## config.mk

```make
export PLATFORM = sky130hd
export DESIGN_NAME = catc_acq_trigger
export DESIGN_NICKNAME = d
export VERILOG_FILES = /design/src/rtl/catc_pkg.sv /design/src/rtl/catc_acq_trigger.sv
export VERILOG_INCLUDE_DIRS = /design/src /design/src/rtl
export SDC_FILE = /design/constraint.sdc
export NUM_CORES = 2
export LEC_CHECK = 0
export BUFFER_PORTS_ARGS = -buffer_cell sky130_fd_sc_hd__clkbuf_2
export CORE_ASPECT_RATIO = 1.5
export CORE_MARGIN = 2
export CORE_UTILIZATION = 60
export DETAILED_ROUTE_END_ITERATION = 8
export PLACE_DENSITY = 0.78
export SETUP_SLACK_MARGIN = 0.02
export SYNTH_ARGS = -nofsm -noshare
export SYNTH_HDL_FRONTEND = slang
export SYNTH_SLANG_ARGS = --single-unit
```

## constraint.sdc

```tcl
create_clock -name clk_sys -period 8.1 [get_ports clk_sys]
set_input_delay 1.62 -clock clk_sys [delete_from_list [all_inputs] [get_ports clk_sys]]
set_output_delay 1.62 -clock clk_sys [all_outputs]
set_load 0.01 [all_outputs]
```

## src/rtl/catc_cfg.svh

```systemverilog
`ifndef CATC_CFG_SVH
`define CATC_CFG_SVH
// Register byte offsets.
`define CATC_OFS_FRAME_HZ 8'h00
`define CATC_OFS_FRAME_UNITS 8'h04
`define CATC_OFS_LINE_HZ 8'h08
`define CATC_OFS_LEGACY_LINE_HZ 8'h0C
`define CATC_OFS_LINE_UNITS 8'h10
`define CATC_OFS_STATE_SEL 8'h14
`define CATC_OFS_STATE_VAL 8'h18
`define CATC_OFS_TRIG_SEL 8'h1C
`define CATC_OFS_TRIG_CFG 8'h20
`define CATC_OFS_TRIG_SW 8'h24
`define CATC_OFS_TRIG_DELAY 8'h28
`define CATC_OFS_TRIG_RATIO 8'h2C
`define CATC_OFS_CTRL 8'h30
`define CATC_OFS_EXPO_TIME 8'h34
`define CATC_OFS_OVERLAP_AFTER_EXPOSURE_TIME 8'h38
// Field positions.
`define CATC_CFG_EN_BIT 0
`define CATC_CFG_ORIG_LSB 4
`define CATC_CFG_QUAL_LSB 8
`define CATC_CFG_OVL_LSB 12
`define CATC_RATIO_UP_LSB 8
`define CATC_CTRL_RUN_BIT 0
// Reset values.
`define CATC_RST_FRAME_HZ 32'h0000_001E
`define CATC_RST_LINE_HZ 32'h0000_2710
`define CATC_RST_EXPO 32'h0000_0064
`define CATC_RST_OVERLAP_AFTER_EXPOSURE 32'h0000_00C8
`define CATC_RST_RATIO 16'h0101
// Clock rate in hertz.
`define CATC_CLK_HZ 100_000_000
`endif

```

## src/rtl/catc_pkg.sv

```systemverilog
package catc_pkg;
   // Trigger types, also the index into per-trigger storage.
   typedef enum logic [3:0] {
      TT_ACQ_BEGIN = 4'h0, TT_ACQ_FINISH = 4'h1, TT_ACQ_ACTIVE = 4'h2,
      TT_FRAME_BEGIN = 4'h3, TT_FRAME_FINISH = 4'h4,
      TT_FRAME_ACTIVE = 4'h5, TT_LINE_BEGIN = 4'h6,
      TT_EXPO_BEGIN = 4'h7, TT_EXPO_FINISH = 4'h8, TT_EXPO_ACTIVE = 4'h9
   } catc_trig_e;
   typedef enum logic [2:0] {
      EDGE_UP = 3'h0, EDGE_DOWN = 3'h1, EDGE_EITHER = 3'h2,
      LEVEL_ONE = 3'h3, LEVEL_ZERO = 3'h4
   } catc_qual_e;
   typedef enum logic [1:0] {
      OVERLAP_OFF = 2'h0, OVERLAP_AFTER_EXPOSURE = 2'h1,
      OVERLAP_AFTER_PRIOR_BEGIN = 2'h2
   } catc_ovl_e;
   typedef enum logic [3:0] {
      FS_IDLE = 4'b0001, FS_WAIT = 4'b0010, FS_EXPOSE = 4'b0100,
      FS_OVERLAP_AFTER_EXPOSURE = 4'b1000
   } catc_fstate_e;
   // Per-trigger settings.
   typedef struct packed {
      logic trigEnable;
      logic [3:0] trigOriginSelect;
      catc_qual_e trigQualifier;
      catc_ovl_e trigOverlapPolicy;
   } catc_trig_cfg_s;
   // Hardware trigger sources; origin code n selects bit n-1.
   typedef struct packed {
      logic actionCmd;
      logic [1:0] userOutBit;
      logic [1:0] counterFinishEvent;
      logic [1:0] counterBeginEvent;
      logic [1:0] timerFinishEvent;
      logic [1:0] timerBeginEvent;
      logic [3:0] inputLine;
   } catc_src_s;
   // Seven state signals, selector code equals bit index.
   typedef struct packed {
      logic exposureInProgress;
      logic frameTransferring;
      logic frameInProgress;
      logic frameWaitingForTrigger;
      logic acqTransferring;
      logic acqInProgress;
      logic acqWaitingForTrigger;
   } catc_state_s;
endpackage : catc_pkg

```

## src/rtl/catc_acq_trigger.sv

```systemverilog
`timescale 1ns/10ps
`include "catc_cfg.svh"
module catc_acq_trigger #(
   parameter int CLK_HZ = `CATC_CLK_HZ,
   parameter int NUM_TRIG = 10,
   parameter int DLY_W = 16
) (
   // Clock and reset.
   input wire logic clk_sys,
   input wire logic rst_n,
   // APB slave.
   input wire logic psel,
   input wire logic penable,
   input wire logic pwrite,
   input wire logic [7:0] paddr,
   input wire logic [31:0] pwdata,
   output logic [31:0] prdata,
   output logic pready,
   output logic pslverr,
   // Trigger sources, asynchronous.
   input wire catc_pkg::catc_src_s trigSources,
   // Block outputs.
   output catc_pkg::catc_state_s stateSignals,
   output logic [NUM_TRIG-1:0] trigFire,
   output logic lineStrobe
);
   import catc_pkg::*;

   localparam int SRC_W = $bits(catc_src_s);

   // Ten trigger types and a four-bit origin field are assumed throughout.
   initial
   begin
      if (NUM_TRIG != 10 || SRC_W > 15 || DLY_W < 1 || DLY_W > 32)
         $error("catc_acq_trigger: unsupported parameter values");
   end

   // Register state.
   logic [31:0] frameHz_r, frameUnits_r, lineHz_r, lineUnits_r;
   logic [31:0] expoTime_r, readoutTime_r;
   logic [2:0] stateSel_r;
   logic [3:0] trigSel_r;
   logic runCtrl_r;
   catc_trig_cfg_s trigCfg_r [NUM_TRIG];
   logic [DLY_W-1:0] trigDelay_r [NUM_TRIG];
   logic [7:0] ratioDown_r [NUM_TRIG];
   logic [7:0] ratioUp_r [NUM_TRIG];
   logic [NUM_TRIG-1:0] swPulse_r;
   logic [31:0] prdata_r;
   logic pslverr_r;

   // Bus decode.
   wire setup = psel & ~penable;
   wire wrAcc = psel & penable & pwrite;
   wire hitFrameHz = paddr == `CATC_OFS_FRAME_HZ;
   wire hitFrameUnits = paddr == `CATC_OFS_FRAME_UNITS;
   wire hitLineHz = paddr == `CATC_OFS_LINE_HZ ||
                    paddr == `CATC_OFS_LEGACY_LINE_HZ;
   wire hitLineUnits = paddr == `CATC_OFS_LINE_UNITS;
   wire hitStateSel = paddr == `CATC_OFS_STATE_SEL;
   wire hitStateVal = paddr == `CATC_OFS_STATE_VAL;
   wire hitTrigSel = paddr == `CATC_OFS_TRIG_SEL;
   wire hitTrigCfg = paddr == `CATC_OFS_TRIG_CFG;
   wire hitTrigSw = paddr == `CATC_OFS_TRIG_SW;
   wire hitTrigDelay = paddr == `CATC_OFS_TRIG_DELAY;
   wire hitTrigRatio = paddr == `CATC_OFS_TRIG_RATIO;
   wire hitCtrl = paddr == `CATC_OFS_CTRL;
   wire hitExpo = paddr == `CATC_OFS_EXPO_TIME;
   wire hitReadout = paddr == `CATC_OFS_OVERLAP_AFTER_EXPOSURE_TIME;
   wire hitAny = hitFrameHz | hitFrameUnits | hitLineHz | hitLineUnits |
                 hitStateSel | hitStateVal | hitTrigSel | hitTrigCfg |
                 hitTrigSw | hitTrigDelay | hitTrigRatio | hitCtrl |
                 hitExpo | hitReadout;
   // Writing the trigger selector above nine is refused by keeping the old.
   wire trigSelOk = trigSel_r < 4'(NUM_TRIG);
   wire [3:0] ts = trigSelOk ? trigSel_r : 4'h0;

   // Sequencer state, declared early for the read mux.
   catc_fstate_e fstate_r;
   logic acqWait_r, acqRun_r, pend_r;
   logic [31:0] phaseCnt_r;
   catc_state_s stateNow;

   // Selected state signal; reading it changes nothing.
   wire [6:0] stateVec = stateNow;
   wire stateValue = (stateSel_r < 3'h7) ? stateVec[stateSel_r]
                                         : 1'b0;

   // Read data for all registers but the software trigger one, which reads zero; per-trigger fields come from the selected entry.
   logic [31:0] rdMux;
   always_comb
   begin
      rdMux = 32'h0000_0000;
      if (hitFrameHz) rdMux = frameHz_r;
      if (hitFrameUnits) rdMux = frameUnits_r;
      if (hitLineHz) rdMux = lineHz_r;
      if (hitLineUnits) rdMux = lineUnits_r;
      if (hitStateSel) rdMux = {29'h0, stateSel_r};
      if (hitStateVal) rdMux = {17'h0, stateVec, 7'h0, stateValue};
      if (hitTrigSel) rdMux = {28'h0, trigSel_r};
      if (hitTrigCfg)
      begin
         rdMux[`CATC_CFG_EN_BIT] = trigCfg_r[ts].trigEnable;
         rdMux[`CATC_CFG_ORIG_LSB +: 4] = trigCfg_r[ts].trigOriginSelect;
         rdMux[`CATC_CFG_QUAL_LSB +: 3] = trigCfg_r[ts].trigQualifier;
         rdMux[`CATC_CFG_OVL_LSB +: 2] = trigCfg_r[ts].trigOverlapPolicy;
      end
      if (hitTrigDelay) rdMux[DLY_W-1:0] = trigDelay_r[ts];
      if (hitTrigRatio) rdMux[15:0] = {ratioUp_r[ts], ratioDown_r[ts]};
      if (hitCtrl) rdMux[`CATC_CTRL_RUN_BIT] = runCtrl_r;
      if (hitExpo) rdMux = expoTime_r;
      if (hitReadout) rdMux = readoutTime_r;
   end

   // Answer is taken at the setup cycle so the access cycle has no wait.
   always_ff @(posedge clk_sys or negedge rst_n)
   begin
      if (!rst_n)
      begin
         prdata_r <= 32'h0000_0000;
         pslverr_r <= 1'b0;
      end
      else if (setup)
      begin
         prdata_r <= pwrite ? 32'h0000_0000 : rdMux;
         pslverr_r <= ~hitAny;
      end
   end
   assign prdata = prdata_r;
   assign pready = 1'b1;
   assign pslverr = pslverr_r;

   // Global registers.
   always_ff @(posedge clk_sys or negedge rst_n)
   begin
      if (!rst_n)
      begin
         frameHz_r <= `CATC_RST_FRAME_HZ;
         frameUnits_r <= 32'h0000_0000;
         lineHz_r <= `CATC_RST_LINE_HZ;
         lineUnits_r <= 32'h0000_0000;
         expoTime_r <= `CATC_RST_EXPO;
         readoutTime_r <= `CATC_RST_OVERLAP_AFTER_EXPOSURE;
         stateSel_r <= 3'h0;
         trigSel_r <= 4'h0;
         runCtrl_r <= 1'b0;
      end
      else if (wrAcc)
      begin
         if (hitFrameHz) frameHz_r <= pwdata;
         if (hitFrameUnits) frameUnits_r <= pwdata;
         if (hitLineHz) lineHz_r <= pwdata;
         if (hitLineUnits) lineUnits_r <= pwdata;
         if (hitExpo) expoTime_r <= pwdata;
         if (hitReadout) readoutTime_r <= pwdata;
         if (hitStateSel) stateSel_r <= pwdata[2:0];
         if (hitTrigSel && pwdata[3:0] < 4'(NUM_TRIG))
            trigSel_r <= pwdata[3:0];
         if (hitCtrl) runCtrl_r <= pwdata[`CATC_CTRL_RUN_BIT];
      end
   end

   // Two-flop synchroniser, then a third stage for edge history.
   logic [SRC_W-1:0] srcMeta_r, srcSync_r, srcPrev_r;
   always_ff @(posedge clk_sys or negedge rst_n)
   begin
      if (!rst_n)
      begin
         srcMeta_r <= '0;
         srcSync_r <= '0;
         srcPrev_r <= '0;
      end
      else
      begin
         srcMeta_r <= trigSources;
         srcSync_r <= srcMeta_r;
         srcPrev_r <= srcSync_r;
      end
   end

   // Per-trigger storage, qualification, division, delay and multiplication.
   for (genvar i = 0; i < NUM_TRIG; i++)
   begin : g_trig
      wire selMe = ts == 4'(i);
      logic [7:0] divCnt_r, burst_r;
      logic [DLY_W-1:0] dlyCnt_r;
      logic dlyBusy_r;
      wire [3:0] org = trigCfg_r[i].trigOriginSelect;
      wire isSw = org == 4'h0;
      wire [3:0] idx = isSw ? 4'h0 : org - 4'h1;
      wire lvl = (idx < 4'(SRC_W)) ? srcSync_r[idx] : 1'b0;
      wire prv = (idx < 4'(SRC_W)) ? srcPrev_r[idx] : 1'b0;
      logic hwValid;
      always_comb
      begin
         case (trigCfg_r[i].trigQualifier)
            EDGE_UP: hwValid = lvl & ~prv;
            EDGE_DOWN: hwValid = ~lvl & prv;
            EDGE_EITHER: hwValid = lvl ^ prv;
            LEVEL_ONE: hwValid = lvl;
            LEVEL_ZERO: hwValid = ~lvl;
            default: hwValid = 1'b0;
         endcase
      end
      wire valid = trigCfg_r[i].trigEnable &
                   (isSw ? swPulse_r[i] : hwValid);
      wire idle = ~dlyBusy_r & (burst_r == 8'h00);
      wire divHit = divCnt_r + 8'h01 >= ratioDown_r[i];
      wire pass = valid & idle & divHit;
      wire [7:0] upCnt = (ratioUp_r[i] == 8'h00) ? 8'h01 : ratioUp_r[i];

      // Settings for this trigger type.
      always_ff @(posedge clk_sys or negedge rst_n)
      begin
         if (!rst_n)
         begin
            trigCfg_r[i] <= '0;
            trigDelay_r[i] <= '0;
            ratioDown_r[i] <= 8'(`CATC_RST_RATIO);
            ratioUp_r[i] <= 8'(`CATC_RST_RATIO >> `CATC_RATIO_UP_LSB);
            swPulse_r[i] <= 1'b0;
         end
         else
         begin
            swPulse_r[i] <= wrAcc & hitTrigSw & selMe;
            if (wrAcc & selMe & hitTrigCfg)
            begin
               trigCfg_r[i].trigEnable <= pwdata[`CATC_CFG_EN_BIT];
               trigCfg_r[i].trigOriginSelect <=
                  pwdata[`CATC_CFG_ORIG_LSB +: 4];
               trigCfg_r[i].trigQualifier <=
                  catc_qual_e'(pwdata[`CATC_CFG_QUAL_LSB +: 3]);
               trigCfg_r[i].trigOverlapPolicy <=
                  catc_ovl_e'(pwdata[`CATC_CFG_OVL_LSB +: 2]);
            end
            if (wrAcc & selMe & hitTrigDelay)
               trigDelay_r[i] <= pwdata[DLY_W-1:0];
            if (wrAcc & selMe & hitTrigRatio)
            begin
               ratioDown_r[i] <= pwdata[7:0];
               ratioUp_r[i] <= pwdata[`CATC_RATIO_UP_LSB +: 8];
            end
         end
      end

      // Valid events arriving while busy are dropped, not queued.
      always_ff @(posedge clk_sys or negedge rst_n)
      begin
         if (!rst_n)
         begin
            divCnt_r <= 8'h00;
            dlyCnt_r <= '0;
            dlyBusy_r <= 1'b0;
            burst_r <= 8'h00;
         end
         else
         begin
            if (valid & idle)
               divCnt_r <= divHit ? 8'h00 : divCnt_r + 8'h01;
            if (pass && trigDelay_r[i] != '0)
            begin
               dlyBusy_r <= 1'b1;
               dlyCnt_r <= trigDelay_r[i] - 1'b1;
            end
            else if (dlyBusy_r && dlyCnt_r != '0)
               dlyCnt_r <= dlyCnt_r - 1'b1;
            else if (dlyBusy_r)
               dlyBusy_r <= 1'b0;
            if ((pass && trigDelay_r[i] == '0) ||
                (dlyBusy_r && dlyCnt_r == '0))
               burst_r <= upCnt;
            else if (burst_r != 8'h00)
               burst_r <= burst_r - 8'h01;
         end
      end
      assign trigFire[i] = burst_r != 8'h00;

      AST_SW_ONE_PULSE: assert property (@(posedge clk_sys) disable iff
         (!rst_n) swPulse_r[i] |=> !swPulse_r[i])
         else $error("software trigger pulse longer than one cycle");
      AST_DELAY_FIRE: assert property (@(posedge clk_sys) disable iff
         (!rst_n) (pass && trigDelay_r[i] == DLY_W'(16'h0003))
         |=> !trigFire[i] [*3] ##1 trigFire[i])
         else $error("trigger fired at wrong delay");
      AST_DISABLED_QUIET: assert property (@(posedge clk_sys) disable iff
         (!rst_n) (!trigCfg_r[i].trigEnable && idle) |=> !trigFire[i])
         else $error("disabled trigger fired");
   end

   // Free-running rate ticks: a nonzero units period wins over hertz.
   logic [31:0] lineAcc_r, lineCnt_r;
   logic [31:0] frameAcc_r;
   wire [32:0] frameSum = {1'b0, frameAcc_r} + {1'b0, frameHz_r};
   wire [32:0] lineSum = {1'b0, lineAcc_r} + {1'b0, lineHz_r};
   wire frameHzTick = frameSum >= 33'(CLK_HZ);
   wire lineHzTick = lineSum >= 33'(CLK_HZ);
   wire frameUnitsTick = phaseCnt_r + 32'h1 >= frameUnits_r;
   wire lineUnitsTick = lineCnt_r + 32'h1 >= lineUnits_r;
   wire frameTick = (frameUnits_r != 32'h0) ? frameUnitsTick
                                            : frameHzTick;
   wire lineTick = (lineUnits_r != 32'h0) ? lineUnitsTick
                                          : lineHzTick;
   always_ff @(posedge clk_sys or negedge rst_n)
   begin
      if (!rst_n)
      begin
         frameAcc_r <= 32'h0;
         lineAcc_r <= 32'h0;
         phaseCnt_r <= 32'h0;
         lineCnt_r <= 32'h0;
      end
      else
      begin
         frameAcc_r <= frameHzTick ? 32'(frameSum - 33'(CLK_HZ))
                                   : frameSum[31:0];
         lineAcc_r <= lineHzTick ? 32'(lineSum - 33'(CLK_HZ))
                                 : lineSum[31:0];
         phaseCnt_r <= frameUnitsTick ? 32'h0 : phaseCnt_r + 32'h1;
         lineCnt_r <= lineUnitsTick ? 32'h0 : lineCnt_r + 32'h1;
      end
   end

   // Trigger hooks into the sequencer.
   wire acqBeginEn = trigCfg_r[TT_ACQ_BEGIN].trigEnable;
   wire acqFinishEn = trigCfg_r[TT_ACQ_FINISH].trigEnable;
   wire frameEn = trigCfg_r[TT_FRAME_BEGIN].trigEnable;
   wire lineEn = trigCfg_r[TT_LINE_BEGIN].trigEnable;
   wire expoEndEn = trigCfg_r[TT_EXPO_FINISH].trigEnable;
   catc_ovl_e ovl;
   assign ovl = trigCfg_r[TT_FRAME_BEGIN].trigOverlapPolicy;
   wire fFire = trigFire[TT_FRAME_BEGIN];
   // Overlap windows for latching a frame trigger during a frame.
   wire latchOk = (fstate_r == FS_OVERLAP_AFTER_EXPOSURE && ovl != OVERLAP_OFF) ||
      (fstate_r == FS_EXPOSE && ovl == OVERLAP_AFTER_PRIOR_BEGIN);
   wire pendSet = frameEn & fFire & latchOk & acqRun_r;
   wire startFrame = frameEn ? (fFire | pend_r) : frameTick;

   // Acquisition level state.
   always_ff @(posedge clk_sys or negedge rst_n)
   begin
      if (!rst_n)
      begin
         acqWait_r <= 1'b0;
         acqRun_r <= 1'b0;
      end
      else if (!runCtrl_r)
      begin
         acqWait_r <= 1'b0;
         acqRun_r <= 1'b0;
      end
      else if (!acqRun_r && !acqWait_r && fstate_r == FS_IDLE)
      begin
         acqWait_r <= acqBeginEn;
         acqRun_r <= ~acqBeginEn;
      end
      else if (acqWait_r && trigFire[TT_ACQ_BEGIN])
      begin
         acqWait_r <= 1'b0;
         acqRun_r <= 1'b1;
      end
      else if (acqRun_r && acqFinishEn && trigFire[TT_ACQ_FINISH])
         acqRun_r <= 1'b0;
   end

   // Frame sequencer with exposure and overlap_after_exposure timers.
   catc_fstate_e fstate_nxt;
   logic [31:0] fcnt_r, fcnt_nxt;
   logic pend_nxt;
   always_comb
   begin
      fstate_nxt = fstate_r;
      fcnt_nxt = (fcnt_r != 32'h0) ? fcnt_r - 32'h1 : 32'h0;
      pend_nxt = pendSet | pend_r; // the clears below override this set
      case (fstate_r)
         FS_IDLE:
            if (acqRun_r) fstate_nxt = FS_WAIT;
         FS_WAIT:
            if (!acqRun_r)
            begin
               fstate_nxt = FS_IDLE;
               pend_nxt = 1'b0;
            end
            else if (startFrame)
            begin
               fstate_nxt = FS_EXPOSE;
               fcnt_nxt = expoTime_r;
               pend_nxt = 1'b0;
            end
         FS_EXPOSE:
            if (fcnt_r == 32'h0 || (expoEndEn && trigFire[TT_EXPO_FINISH]))
            begin
               fstate_nxt = FS_OVERLAP_AFTER_EXPOSURE;
               fcnt_nxt = readoutTime_r;
            end
         FS_OVERLAP_AFTER_EXPOSURE:
            if (fcnt_r == 32'h0)
            begin
               if (acqRun_r && (pend_r || pendSet))
               begin
                  fstate_nxt = FS_EXPOSE;
                  fcnt_nxt = expoTime_r;
               end
               else
                  fstate_nxt = acqRun_r ? FS_WAIT : FS_IDLE;
               pend_nxt = 1'b0;
            end
         default:
            fstate_nxt = FS_IDLE;
      endcase
   end
   always_ff @(posedge clk_sys or negedge rst_n)
   begin
      if (!rst_n)
      begin
         fstate_r <= FS_IDLE;
         fcnt_r <= 32'h0;
         pend_r <= 1'b0;
      end
      else
      begin
         fstate_r <= fstate_nxt;
         fcnt_r <= fcnt_nxt;
         pend_r <= pend_nxt;
      end
   end

   // State signals derived from the sequencer.
   always_comb
   begin
      stateNow.acqWaitingForTrigger = acqWait_r;
      stateNow.acqInProgress = acqRun_r;
      stateNow.acqTransferring = ~acqRun_r & (fstate_r == FS_OVERLAP_AFTER_EXPOSURE);
      stateNow.frameWaitingForTrigger = fstate_r == FS_WAIT;
      stateNow.frameInProgress = fstate_r == FS_EXPOSE ||
                                 fstate_r == FS_OVERLAP_AFTER_EXPOSURE;
      stateNow.frameTransferring = fstate_r == FS_OVERLAP_AFTER_EXPOSURE;
      stateNow.exposureInProgress = fstate_r == FS_EXPOSE;
   end
   assign stateSignals = stateNow;

   // Line strobes run only inside a frame.
   logic lineStrobe_r;
   always_ff @(posedge clk_sys or negedge rst_n)
   begin
      if (!rst_n)
         lineStrobe_r <= 1'b0;
      else
         lineStrobe_r <= stateNow.frameInProgress &
            (lineEn ? trigFire[TT_LINE_BEGIN] : lineTick);
   end
   assign lineStrobe = lineStrobe_r;

   AST_OVERLAP_OFF: assert property (@(posedge clk_sys) disable iff (!rst_n)
      (ovl == OVERLAP_OFF && fstate_r == FS_OVERLAP_AFTER_EXPOSURE && fcnt_r == 32'h0)
      |=> fstate_r != FS_EXPOSE)
      else $error("frame trigger overlapped with overlap off");
   AST_EXPO_LEN: assert property (@(posedge clk_sys) disable iff (!rst_n)
      ($rose(fstate_r == FS_EXPOSE) && expoTime_r == 32'h2 && !expoEndEn)
      |-> (fstate_r == FS_EXPOSE) [*3] ##1 fstate_r == FS_OVERLAP_AFTER_EXPOSURE)
      else $error("exposure length wrong");
   AST_STATUS_SEL: assert property (@(posedge clk_sys) disable iff (!rst_n)
      (setup && hitStateVal && !pwrite && stateSel_r == 3'h6)
      |=> prdata[0] == $past(stateSignals.exposureInProgress))
      else $error("status bit does not follow selector");
   AST_PEND_KEEP: assert property (@(posedge clk_sys) disable iff (!rst_n)
      ((pend_r || pendSet) && fstate_r == FS_OVERLAP_AFTER_EXPOSURE && fcnt_r == 32'h0 &&
       acqRun_r)
      |=> fstate_r == FS_EXPOSE)
      else $error("latched frame trigger lost");
   AST_FREE_RUN: assert property (@(posedge clk_sys) disable iff (!rst_n)
      (fstate_r == FS_WAIT && acqRun_r && !frameEn && frameTick)
      |=> fstate_r == FS_EXPOSE)
      else $error("free-running frame did not start");
endmodule : catc_acq_trigger

```

==> impl_metrics.env <==
export IMPL_status="complete, no violations"
export IMPL_drive_above_1_share=0.1614
export IMPL_crit_slowest_cell="dfrtp_1"
export IMPL_cpMostUsedCell="ha_1"
export IMPL_vias=63080
export IMPL_finalWeightedCongestion=1.050
export IMPL_die_w_um=288.5
export IMPL_antenna_found_initial=13
export IMPL_clkSlewWorstSetupHoldPaths_ns=0.07
export IMPL_dp_hpwl_um=186400
export IMPL_met3_usage=0.09540
export IMPL_port_buffers=110
export IMPL_rsz0062_at_grt="no"
export IMPL_ys_seq_elements=1206
export IMPL_irDropWorstVdd_uv=240.7
export IMPL_firstDrtPassIters=9
export IMPL_powerDensity_nw_per_um2=195.3
export IMPL_grt_first_pass_wirelength_um=388900
export IMPL_cts_buffer_depth=3
export IMPL_synth_edf_count=0
export IMPL_gr_usage_all_layers=0.4196
export IMPL_worst_pin_slew_ns=1.411
export IMPL_crit_arrival_ns=7.92
export IMPL_start_util=0.6050
export IMPL_postCtsHoldBufs=0
export IMPL_synth_area_um2=72860
export IMPL_clock_latency_ns=0.77
export IMPL_grt_pass1_vias=62510
export IMPL_postRouteAntennaNets=0
export IMPL_io_pins=112
export IMPL_finalHoldWorstSlack_ns=0.3455
export IMPL_fin_crit_sh=0.8951
export IMPL_final_setup_viol_count=0
export IMPL_syn_num_nets=7907
export IMPL_drt_total_wl_um=261400
export IMPL_final_util=0.6583
export IMPL_hold_violations=0
export IMPL_leakagePower_nw=37.77
export IMPL_ys_seq_area_frac=0.4148
export IMPL_rrSetupSlack_ns=0.85
export IMPL_async_flop_share=1.000
export IMPL_critPathKind="reg -> reg"
export IMPL_dr_first_iter_drc_count=6590
export IMPL_fin_crit_ns=7.250
export IMPL_cts_root_buf="clkbuf_16"
export IMPL_top_usage_layer="met2"
export IMPL_postCtsSetupBuffers=0
export IMPL_start_kind="flop"
export IMPL_vias_per_cell=6.849
export IMPL_crit_required_ns=8.77
export IMPL_htreeDepth=3
export IMPL_post_cts_resized=0
export IMPL_synth_area_per_cell_um2=9.625
export IMPL_ys_types=107
export IMPL_design_die_area_um2=124300
export IMPL_synth_top_flop_cell="dfrtp_1"
export IMPL_critPathCaptureType="flop"
export IMPL_cpPeakStageDelay_ns=0.66
export IMPL_grt_max_degree=180
export IMPL_wl_per_cell_um=28.39
export IMPL_max_freq_ghz=0.1379
export IMPL_cts_tree="done"
export IMPL_syn_inst=7570
export IMPL_ys_warn_count=0
export IMPL_use_met1=0.4531
export IMPL_area_growth_pct=8.803
export IMPL_route_detailed_drc=0
export IMPL_min_path_type="reg -> reg"
export IMPL_grt_ovfl_total=0
export IMPL_cp_max_fo=19
export IMPL_numClockSinks=1206
export IMPL_rows=156
export IMPL_maxCapViolations=0
export IMPL_final_nets=7854
export IMPL_use_met2=0.6674
export IMPL_slew_viol_final=0
export IMPL_die_h_um=430.8
export IMPL_skew_ns=0.03144
export IMPL_slew_headroom=0.03521
export IMPL_coreArea_um2=120400
export IMPL_totalNegativeSetupSlack_ns=0
export IMPL_cts_buffers=116
report_power, final:
part / switching (mW) / leakage [nW] / internal (mW) / total (mW)
logic: 1.80 / 19.8 / 1.03 / 2.83
clock network: 2.59 / 2.04 / 3.43 / 6.02
registers: 0.273 / 16.0 / 6.36 / 6.63
total: 4.66 / 37.8 / 10.8 / 15.5
cells in the final DEF, fill, tap and decap left out, types with 81 or more instances in the layout:
cell	synthesis	routed
a22oi_1	99	99
a21oi_1	375	375
nor2b_1	128	127
o21ai_0	416	414
nor3_1	221	212
buf_4	9	135
inv_1	304	304
xor2_1	190	190
or3_1	81	81
a21o_1	111	111
clkbuf_16	0	119
mux2i_1	117	117
mux2_2	579	579
ha_1	275	275
dfrtp_1	1170	1170
nor2_1	469	460
a211oi_1	109	108
nor4_1	108	107
clkbuf_2	2	104
a221oi_1	81	81
o221ai_1	81	81
xnor2_1	253	253
nand3_1	160	160
nand2_1	714	714
per-stage QoR:
stage	cell area [um2]	cells	power, mW	setup WS (ns)
2_1_floorplan	72860	7570	8.600	1.500
3_3_place_gp	75090	8979	9.413	1.072
3_5_place_dp	75090	8979	9.493	0.9794
4_1_cts	79240	9200	15.44	0.9783
5_1_grt	79250	9200	16.02	0.3549
6_report	79270	9209	15.48	0.8499
flip-flops by register name (all words and copies together), names as in the netlist, 32 cells and up:
| register | flops |
|---|---|
| ratioUp_r | 80 |
| g_trig.org | 40 |
| lineHz_r | 32 |
| g_trig.burst_r | 80 |
| lineAcc_r | 32 |
| fcnt_r | 32 |
| lineUnits_r | 32 |
| g_trig.divCnt_r | 80 |
| g_trig.dlyCnt_r | 160 |
| expoTime_r | 32 |
| frameAcc_r | 32 |
| frameUnits_r | 32 |
| prdata | 32 |
| frameHz_r | 32 |
| trigCfg_r | 53 |
| phaseCnt_r | 32 |
| ratioDown_r | 80 |
| readoutTime_r | 32 |
| lineCnt_r | 32 |
| trigDelay_r | 160 |
cells in the mapped netlist (all sizes together), types with 100 or more instances:
| library cell | number | area [um2] |
|---|---|---|
| a211oi | 115 | 900.9 |
| a21o | 111 | 833.3 |
| a21oi | 377 | 1894 |
| a22oi | 100 | 755.7 |
| buf | 102 | 461.7 |
| clkbuf | 321 | 1207 |
| dfrtp | 1170 | 29280 |
| ha | 275 | 3441 |
| inv | 304 | 1141 |
| mux2 | 580 | 6535 |
| mux2i | 117 | 1171 |
| nand2 | 715 | 2691 |
| nand3 | 160 | 800.8 |
| nor2 | 471 | 1778 |
| nor2b | 128 | 800.8 |
| nor3 | 227 | 1166 |
| nor4 | 113 | 738.2 |
| o21ai | 425 | 2131 |
| xnor2 | 253 | 2216 |
| xor2 | 190 | 1664 |
final cells by class:
type	count	area, um2
Antenna cell	9	22.52
Clock buffer	159	3328
Inverter	304	1141
Fill cell	9533	41160
Sequential cell	1206	30220
Clock inverter	62	830.8
Tap cell	1580	1977
Timing Repair Buffer	252	1734
Multi-Input combinational cell	5637	40020
cells by family after synthesis:
family | share of synthesized area
other | 0.00005147
xor gates and xnor gates | 0.05325
adders and majority gates | 0.04777
muxes | 0.1119
DFF | 0.4148
AOI/OAI and AO/OA | 0.1740
buffers and inverters | 0.03857
and+or+nand+nor | 0.1596
worst max-delay path: cells and delay by family, from the launching register on:
family                   cells  cell delay, ns
flip-flops                   1            0.66
multiplexers                 4            1.11
adder cells (fa/ha/maj)      3            0.85
buffers and inverters        3            0.52
AND/OR/NAND/NOR              9            2.48
AO/OA/AOI/OAI                7            1.51
routing by layer:
metal | wire [um] | up-vias | share of wire
li1 | - | 27620 | -
met5 | 37 | - | 0.00014
met1 | 86480 | 30850 | 0.33
met2 | 120200 | 3359 | 0.46
met4 | 32190 | 6 | 0.12
met3 | 22520 | 1242 | 0.086
final timing paths:
check	to	cells past startpoint	from
max in group asynchronous	g_trig[9].divCnt_r[0]	2	rst_n
min reg2reg	srcSync_r[0]	0	srcMeta_r[0]
min in group asynchronous	g_trig[1].dlyCnt_r[11]	1	rst_n
max reg2reg	g_trig[4].dlyCnt_r[12]	26	g_trig[4].org[0]
max	g_trig[4].dlyCnt_r[12]	26	g_trig[4].org[0]
min	srcSync_r[0]	0	srcMeta_r[0]
No activity file was read; power rests on OpenSTA's default activity.
